[config.mk]
export PLATFORM = sky130hd
export DESIGN_NAME = cpmc_top
export DESIGN_NICKNAME = d
export VERILOG_FILES = /design/src/core/cpmc_pkg.sv /design/src/core/cpmc_top.sv
export SDC_FILE = /design/constraint.sdc
export NUM_CORES = 1
export LEC_CHECK = 0
export ABC_AREA = 0
export BUFFER_PORTS_ARGS = -buffer_cell sky130_fd_sc_hd__buf_4
export CORE_ASPECT_RATIO = 0.8
export CORE_UTILIZATION = 51
export CTS_CLUSTER_SIZE = 24
export DETAILED_ROUTE_END_ITERATION = 7
export GPL_ROUTABILITY_DRIVEN = 0
export PLACE_DENSITY = 0.8
export SYNTH_ARGS = -nofsm -noshare
export SYNTH_HDL_FRONTEND = slang
export SYNTH_SLANG_ARGS = --single-unit
[constraint.sdc]
create_clock -name REF_CLK -period 2.9 [get_ports REF_CLK]
set_input_delay 0.29 -clock REF_CLK [delete_from_list [all_inputs] [get_ports REF_CLK]]
set_output_delay 0.29 -clock REF_CLK [all_outputs]
set_load 0.01 [all_outputs]
[src/core/cpmc_pkg.sv]
// Functional notes
// - Power field: 00 locked run, 01 powered down.
// - Source bit 1 selects VCO, 0 external clock.
// - Bypass bit 0 uses divider, 1 skips it.
// - Polarity bit 0 positive, 1 negative.
// - Calibrate bit plus update strobe starts calibration.
// - Reset: PLL down, divider 000, divider used, external.
// - PLL on with external source keeps VCO off.
// - Reference enables drive inputs; restore saved setup.
package cpmc_pkg;

  // -----------------------------------------------------------------
  // Register indices; the byte address is four times the index.
  // -----------------------------------------------------------------
  localparam logic [11:0] CPMC_IDX_PWR = 12'h010;
  localparam logic [11:0] CPMC_IDX_CAL = 12'h018;
  localparam logic [11:0] CPMC_IDX_REF = 12'h01C;
  localparam logic [11:0] CPMC_IDX_DIV = 12'h1E0;
  localparam logic [11:0] CPMC_IDX_SRC = 12'h1E1;
  localparam logic [11:0] CPMC_IDX_UPD = 12'h232;

  // -----------------------------------------------------------------
  // Field positions and values.
  // -----------------------------------------------------------------
  localparam int CPMC_POL_BIT = 7;
  localparam int CPMC_BYP_BIT = 0;
  localparam int CPMC_SEL_BIT = 1;
  localparam logic [1:0] CPMC_PWR_RUN = 2'h0;
  localparam logic [1:0] CPMC_PWR_DOWN = 2'h1;

  // -----------------------------------------------------------------
  // Reset values.
  // -----------------------------------------------------------------
  localparam logic [7:0] CPMC_RST_PWR = 8'h01;
  localparam logic [7:0] CPMC_RST_CAL = 8'h00;
  localparam logic [7:0] CPMC_RST_REF = 8'h00;
  localparam logic [7:0] CPMC_RST_DIV = 8'h00;
  localparam logic [7:0] CPMC_RST_SRC = 8'h00;

  // -----------------------------------------------------------------
  // Calibration pulse length in cycles.
  // -----------------------------------------------------------------
  localparam logic [3:0] CPMC_CAL_CYC = 4'h8;

endpackage : cpmc_pkg

[src/core/cpmc_top.sv]
// Our own choice: the AXI4-Lite slave port.
`timescale 1ns/100ps
module cpmc_top (
  // Clock and reset.
  input wire logic REF_CLK,
  input wire logic RST_B,
  // Saved configuration restore.
  input wire logic RESTORE,
  input wire logic [39:0] RESTORE_CFG,
  // AXI4-Lite write address.
  input wire logic [11:0] AWADDR,
  input wire logic AWVALID,
  output logic AWREADY,
  // AXI4-Lite write data.
  input wire logic [31:0] WDATA,
  input wire logic [3:0] WSTRB,
  input wire logic WVALID,
  output logic WREADY,
  // AXI4-Lite write response.
  output logic [1:0] BRESP,
  output logic BVALID,
  input wire logic BREADY,
  // AXI4-Lite read.
  input wire logic [11:0] ARADDR,
  input wire logic ARVALID,
  output logic ARREADY,
  output logic [31:0] RDATA,
  output logic [1:0] RRESP,
  output logic RVALID,
  input wire logic RREADY,
  // Clock path controls.
  output logic PLL_PWR_DOWN,
  output logic VCO_PWR_ON,
  output logic SRC_VCO,
  output logic DIV_BYPASS,
  output logic [2:0] DIV_RATIO,
  output logic POL_NEG,
  output logic [2:0] REF_EN,
  output logic CAL_START,
  output logic CAL_BUSY
);

  // -----------------------------------------------------------------
  // Register storage.
  // -----------------------------------------------------------------
  logic [7:0] stg_q [5];
  logic [7:0] act_q [5];
  logic [11:0] aw_q;
  logic [31:0] w_q;
  logic wstrb_q;
  logic restore_s1_q;
  logic restore_s2_q;
  logic restore_s3_q;
  logic restore_q;
  logic aw_have_q;
  logic w_have_q;
  logic bvalid_q;
  logic bresp_q;
  logic rvalid_q;
  logic [31:0] rdata_q;
  logic rresp_q;
  logic cal_prev_q;
  logic [3:0] cal_cnt_q;
  logic wr_go;
  logic wr_hit;
  logic upd;
  logic rd_go;
  logic rd_hit;
  logic [2:0] wr_idx;
  logic [2:0] rd_idx;

  // Maps a byte address to a staged register slot; 5 means update, 7 miss.
  // Unaligned byte addresses never match a register.
  function automatic logic [2:0] decode(input logic [11:0] a);
    logic [11:0] idx;
    idx = {2'h0, a[11:2]};
    if (a[1:0] != 2'h0) begin
      decode = 3'h7;
    end else begin
      unique case (idx)
        cpmc_pkg::CPMC_IDX_PWR: decode = 3'h0;
        cpmc_pkg::CPMC_IDX_CAL: decode = 3'h1;
        cpmc_pkg::CPMC_IDX_REF: decode = 3'h2;
        cpmc_pkg::CPMC_IDX_DIV: decode = 3'h3;
        cpmc_pkg::CPMC_IDX_SRC: decode = 3'h4;
        cpmc_pkg::CPMC_IDX_UPD: decode = 3'h5;
        default: decode = 3'h7;
      endcase
    end
  endfunction : decode

  // Returns the reset value of a slot.
  function automatic logic [7:0] rstval(input int i);
    case (i)
      0: rstval = cpmc_pkg::CPMC_RST_PWR;
      1: rstval = cpmc_pkg::CPMC_RST_CAL;
      2: rstval = cpmc_pkg::CPMC_RST_REF;
      3: rstval = cpmc_pkg::CPMC_RST_DIV;
      default: rstval = cpmc_pkg::CPMC_RST_SRC;
    endcase
  endfunction : rstval

  // -----------------------------------------------------------------
  // Write channel.
  // -----------------------------------------------------------------

  // Address and data are taken in either order and held until the response.
  assign AWREADY = !aw_have_q && !bvalid_q;
  assign WREADY = !w_have_q && !bvalid_q;
  assign wr_go = aw_have_q && w_have_q && !bvalid_q;
  assign wr_idx = decode(aw_q);
  assign wr_hit = wr_idx != 3'h7;
  assign upd = wr_go && wr_idx == 3'h5 && w_q[0] && wstrb_q;

  // Captures the write address and data beats.
  always_ff @(posedge REF_CLK or negedge RST_B) begin
    if (!RST_B) begin
      aw_have_q <= 1'b0;
      w_have_q <= 1'b0;
      aw_q <= 12'h000;
      w_q <= 32'h00000000;
      wstrb_q <= 1'b0;
    end else begin
      if (AWVALID && AWREADY) begin
        aw_have_q <= 1'b1;
        aw_q <= AWADDR;
      end else if (wr_go) begin
        aw_have_q <= 1'b0;
      end
      if (WVALID && WREADY) begin
        w_have_q <= 1'b1;
        w_q <= WDATA;
        wstrb_q <= WSTRB[0];
      end else if (wr_go) begin
        w_have_q <= 1'b0;
      end
    end
  end

  // Issues the write response; unmapped addresses answer SLVERR.
  always_ff @(posedge REF_CLK or negedge RST_B) begin
    if (!RST_B) begin
      bvalid_q <= 1'b0;
      bresp_q <= 1'b0;
    end else if (wr_go) begin
      bvalid_q <= 1'b1;
      bresp_q <= !wr_hit;
    end else if (BREADY) begin
      bvalid_q <= 1'b0;
    end
  end

  assign BVALID = bvalid_q;
  assign BRESP = {bresp_q, 1'b0};

  // -----------------------------------------------------------------
  // Restore pin synchroniser.
  // -----------------------------------------------------------------

  // Three flops; the level moves only when the second and third agree.
  // The saved word must stay steady while the restore level is high.
  always_ff @(posedge REF_CLK or negedge RST_B) begin
    if (!RST_B) begin
      restore_s1_q <= 1'b0;
      restore_s2_q <= 1'b0;
      restore_s3_q <= 1'b0;
      restore_q <= 1'b0;
    end else begin
      restore_s1_q <= RESTORE;
      restore_s2_q <= restore_s1_q;
      restore_s3_q <= restore_s2_q;
      if (restore_s2_q == restore_s3_q) begin
        restore_q <= restore_s3_q;
      end
    end
  end

  // -----------------------------------------------------------------
  // Staged and active registers.
  // -----------------------------------------------------------------

  // Staging takes writes; active copies staging on update; restore loads both from the saved word.
  generate
    for (genvar i = 0; i < 5; i++) begin : g_reg
      always_ff @(posedge REF_CLK or negedge RST_B) begin
        if (!RST_B) begin
          stg_q[i] <= rstval(i);
          act_q[i] <= rstval(i);
        end else if (restore_q) begin
          stg_q[i] <= RESTORE_CFG[8*i +: 8];
          act_q[i] <= RESTORE_CFG[8*i +: 8];
        end else begin
          if (wr_go && wr_idx == 3'(i) && wstrb_q) begin
            stg_q[i] <= w_q[7:0];
          end
          if (upd) begin
            act_q[i] <= stg_q[i];
          end
        end
      end
    end
  endgenerate

  // -----------------------------------------------------------------
  // Calibration start.
  // -----------------------------------------------------------------

  // A rising commit of the calibrate bit starts a calibration pulse.
  always_ff @(posedge REF_CLK or negedge RST_B) begin
    if (!RST_B) begin
      cal_prev_q <= 1'b0;
      cal_cnt_q <= 4'h0;
    end else begin
      cal_prev_q <= act_q[1][0];
      if (act_q[1][0] && !cal_prev_q) begin
        cal_cnt_q <= cpmc_pkg::CPMC_CAL_CYC;
      end else if (cal_cnt_q != 4'h0) begin
        cal_cnt_q <= cal_cnt_q - 4'h1;
      end
    end
  end

  assign CAL_START = act_q[1][0] && !cal_prev_q;
  assign CAL_BUSY = cal_cnt_q != 4'h0;

  // -----------------------------------------------------------------
  // Clock path outputs.
  // -----------------------------------------------------------------

  // Power field: 00 runs, any other code holds the PLL down.
  assign PLL_PWR_DOWN = act_q[0][1:0] != cpmc_pkg::CPMC_PWR_RUN;
  assign SRC_VCO = act_q[4][cpmc_pkg::CPMC_SEL_BIT];
  assign DIV_BYPASS = act_q[4][cpmc_pkg::CPMC_BYP_BIT];
  assign POL_NEG = act_q[0][cpmc_pkg::CPMC_POL_BIT];
  assign REF_EN = act_q[2][2:0];
  // VCO is only powered while the PLL runs on the internal source.
  assign VCO_PWR_ON = !PLL_PWR_DOWN && SRC_VCO;

  // Ratio 000 means 2, 001..110 give 1..6, 111 falls back to 2.
  always_comb begin
    unique case (act_q[3][2:0])
      3'h0: DIV_RATIO = 3'h2;
      3'h7: DIV_RATIO = 3'h2;
      default: DIV_RATIO = act_q[3][2:0];
    endcase
  end

  // -----------------------------------------------------------------
  // Read channel.
  // -----------------------------------------------------------------

  assign ARREADY = !rvalid_q;
  assign rd_go = ARVALID && !rvalid_q;
  assign rd_idx = decode(ARADDR);
  assign rd_hit = rd_idx != 3'h7;

  // Reads return staged values; the update register reads as zero.
  always_ff @(posedge REF_CLK or negedge RST_B) begin
    if (!RST_B) begin
      rvalid_q <= 1'b0;
      rdata_q <= 32'h00000000;
      rresp_q <= 1'b0;
    end else if (rd_go) begin
      rvalid_q <= 1'b1;
      rresp_q <= !rd_hit;
      rdata_q <= (rd_idx < 3'h5) ? {24'h000000, stg_q[rd_idx]} : 32'h00000000;
    end else if (RREADY) begin
      rvalid_q <= 1'b0;
    end
  end

  assign RVALID = rvalid_q;
  assign RDATA = rdata_q;
  assign RRESP = {rresp_q, 1'b0};

  // -----------------------------------------------------------------
  // Checks.
  // -----------------------------------------------------------------

  pwr_down_a: assert property (@(posedge REF_CLK) disable iff (!RST_B)
    PLL_PWR_DOWN == (act_q[0][1:0] != 2'h0)) else $error("PLL power mismatch.");
  src_sel_a: assert property (@(posedge REF_CLK) disable iff (!RST_B)
    upd |=> SRC_VCO == $past(stg_q[4][1])) else $error("Source select not committed.");
  bypass_sel_a: assert property (@(posedge REF_CLK) disable iff (!RST_B)
    upd |=> DIV_BYPASS == $past(stg_q[4][0])) else $error("Bypass not committed.");
  div_zero_a: assert property (@(posedge REF_CLK) disable iff (!RST_B)
    act_q[3][2:0] == 3'h0 |-> DIV_RATIO == 3'h2) else $error("Divider default wrong.");
  pol_sel_a: assert property (@(posedge REF_CLK) disable iff (!RST_B)
    upd |=> POL_NEG == $past(stg_q[0][7])) else $error("Polarity not committed.");
  cal_start_a: assert property (@(posedge REF_CLK) disable iff (!RST_B)
    upd && stg_q[1][0] && !act_q[1][0] |=> CAL_START ##1 CAL_BUSY[*7]) else $error("Calibration not started.");
  vco_off_a: assert property (@(posedge REF_CLK) disable iff (!RST_B)
    !SRC_VCO |-> !VCO_PWR_ON) else $error("VCO powered on external source.");
  stage_hold_a: assert property (@(posedge REF_CLK) disable iff (!RST_B)
    !upd && !restore_q |=> $stable(act_q[4])) else $error("Active changed without update.");
  div_commit_a: assert property (@(posedge REF_CLK) disable iff (!RST_B)
    upd && !restore_q |=> act_q[3] == $past(stg_q[3])) else $error("Divider not committed.");
  restore_load_a: assert property (@(posedge REF_CLK) disable iff (!RST_B)
    restore_q |=> act_q[4] == $past(RESTORE_CFG[39:32])) else $error("Saved setup not restored.");
  reset_val_a: assert property (@(posedge REF_CLK)
    $rose(RST_B) |-> PLL_PWR_DOWN && !SRC_VCO && !DIV_BYPASS) else $error("Reset defaults wrong.");

  upd_c: cover property (@(posedge REF_CLK) disable iff (!RST_B) upd);
  cal_c: cover property (@(posedge REF_CLK) disable iff (!RST_B) CAL_START);
  vco_c: cover property (@(posedge REF_CLK) disable iff (!RST_B) VCO_PWR_ON);
  restore_c: cover property (@(posedge REF_CLK) disable iff (!RST_B) restore_q);
  slverr_c: cover property (@(posedge REF_CLK) disable iff (!RST_B) BVALID && BRESP == 2'h2);

endmodule : cpmc_top

==> run metrics <==
Async SR Flop Fraction 1.000; Clock Latency Late Sink 0.34 ns; Post-Synthesis Cells 478; initial antenna violation count 0; Final nets 699; Final ANT Viol Nets 0; Fin Hold WS ~0.050 ns; setup bufs post-CTS 0; Num CTS Buffers 9; CP Data Required Time around 3.2 ns; CTS max path bufs 2; Yosys reg bits 96; share of cells above drive strength 1 0.2761; initial core utilization 0.5356; worst-margin pin slew around 0.9 ns; Hold Path End restore_s1_q; largest net degree at the start of global routing 51; Hold Path Cell Cnt 1; Mapped Avg Cell Area roughly 10 um^2; Main synth FF type dfrtp_1; area occupied by multi-input gates 0.002293 mm^2; crit end category flop; first-pass GRT wire length approximately 19000 um; die span in y between 90 and 100 um; synthesized area ~0.005 mm^2; initial drt markers about 250; Die Area about 0.010 mm^2; Final period util 0.9523; Fillers 740; via count between 3000 and 4000; Hold WC Path Type input port to flop; clk_skew roughly 0.0067 ns; PnR worst setup slack 0.1385 ns; CP Max Fanout 8; final cell utilization of the core 0.6628; routed wire length ~12000 um; min-delay src RESTORE; PortBufs roughly 110; Power Density 686.9 mW/mm^2; worst r2r dst stg_q[0]; Fin. Hold Viols 0; Rows 31; HPWL Detailed approximately 8600 um; Post-synth EDFFs 0; Worst slew margin 0.3980; CTS tree built; pre-CTS WS -0.1189 ns; Yosys warnings 0; RSZ-0062 raised after global routing false; clock-pin slew of the registers on the worst-case setup and hold paths roughly 0.070 ns; Vias/cell ~5.6; root buf cell clkbuf_16; I/O pin total roughly 160; Peak VDD IR 0.5308 mV; worst reg-to-reg setup slack 0.50 ns; failing checks design-rule violations; crit path launch type input port; H-tree lvl count 3; Reg2Reg Depth 8; Max-cap violations 0; crit path time final around 2.8 ns; final setup vio count 0; Layout area overhead 23.73%; Die Wd between 100 and 150 um; Congestion Overflow GR 0; Fmax achieved 0.3621 GHz; Seq/Total Area, Yosys 0.4863; CORE AREA a little over 0.009 mm^2; Crit path arrival time 3.04 ns; kind of critical path input port to flop; Tot GR Track Use 0.2425; WL/cell between 15 and 20 um; vias in the first global route around 3900; cts repair resizes 0; DRC viols 12; Clock Sinks 96; status complete, but fails checks; sequential cell area around 0.0024 mm^2; router iterations before antenna repair 8; diodes inserted 0; r2r startpoint aw_q[2]; Slew Limit Fails 0; Netlist cell types 55; Leak between 2 and 3 nW
[worst max-delay path by stage]
stage                     startpoint  endpoint  slack (ns)  depth (start not counted)
after floorplan            ARADDR[9]  RDATA[0]        0.29                          7
after global placement     ARADDR[9]  RDATA[6]        -0.1                          8
after detailed placement   ARADDR[9]  RDATA[0]       -0.12                          8
after CTS                  ARADDR[9]  RDATA[5]        0.15                          8
after global routing       ARADDR[9]  RDATA[5]        0.01                          8
final                      ARADDR[9]  RDATA[5]        0.14                          8
[sequential cells by signal, indices dropped and copies added (netlist names), 3 cells and up]
signal	cells
stg_q	40
aw_q	12
RDATA	8
w_q	8
act_q	6
cal_cnt_q	4
REF_EN	3
[critical path, stage by stage]
cell and delay [ns]:
buf_4 0.11, or4b_4 0.55, or3_1 0.39, nor4_1 0.37, o2111ai_1 0.18, a21oi_1 0.72
a221o_1 0.30, a211o_1 0.12
[per-layer routing]
metal,track usage,wire [um]
met5,0,0
met4,0.05667,113
met3,0.04450,685
met2,0.4234,5783
met1,0.3129,5121
[area by class of cell]
type | count | area share
flip-flops and latches | 96 | 0.3933
multi-input cells | 343 | 0.3748
repair buffers | 126 | 0.1550
clock buffers | 9 | 0.03681
well taps | 115 | 0.02352
clock inverters | 7 | 0.008589
inverters | 13 | 0.007975
[layout by cell type (no fill, tap or decap), types with 5 or more instances in the layout]
cell / netlist / routed
buf_4: 31 / 125
dfrtp_1: 94 / 93
nand2_1: 51 / 51
mux2i_1: 51 / 51
o21ai_1: 45 / 45
nor2_1: 30 / 30
conb_1: 1 / 26
a21oi_1: 20 / 20
inv_1: 13 / 13
nor2b_1: 12 / 12
mux2_1: 12 / 12
a211o_1: 9 / 9
clkbuf_16: 0 / 9
a221o_1: 8 / 8
nor4_1: 7 / 7
mux2_2: 7 / 7
a21boi_0: 5 / 5
o21ai_0: 5 / 5
[report_power, final]
| group | switching [mW] | total (mW) | internal (mW) |
|---|---|---|---|
| registers | 0.350 | 2.05 | 1.70 |
| logic | 0.524 | 1.05 | 0.524 |
| clock network | 0.516 | 1.10 | 0.588 |
[metrics by stage]
step,power (mW),cell area (um^2),instances,TNS (ns)
6_report,4.203,6118,709,0
3_3_place_gp,3.040,5831,692,-0.6708
4_1_cts,4.215,6118,709,0
2_1_floorplan,2.681,5039,503,0
5_1_grt,4.442,6118,709,0
3_5_place_dp,3.113,5831,692,-0.8554
[logic make-up (layout without fill, tap and decap cells)]
family	Yosys count	after routing	synth area share
AOI/OAI and AO/OA	107	107	0.1430
xor gates and xnor gates	3	3	0.005315
adders and majority gates	3	3	0.007084
buffers and inverters	64	155	0.07237
DFF	96	96	0.4863
muxes	70	70	0.1465
other	1	26	0.0007584
and+or+nand+nor	134	134	0.1387
[synth_stat cells, types with 9 or more instances]
| cell | instances | area (um^2) |
|---|---|---|
| mux2_1 | 12 | 135.1 |
| nand2_1 | 51 | 191.4 |
| inv_1 | 13 | 48.80 |
| a21oi_1 | 20 | 100.1 |
| clkbuf_1 | 19 | 71.32 |
| nor2_1 | 30 | 112.6 |
| buf_4 | 31 | 232.7 |
| nor2b_1 | 12 | 75.07 |
| a211o_1 | 9 | 78.83 |
| mux2i_1 | 51 | 510.5 |
| o21ai_1 | 45 | 225.2 |
| dfrtp_1 | 94 | 2352 |
[timing repair]
item	in CTS	in global routing
setup endpoints to repair	0	0
hold endpoints to repair	21	0
hold buffers	1	0
(Power assumes the default switching activity.)
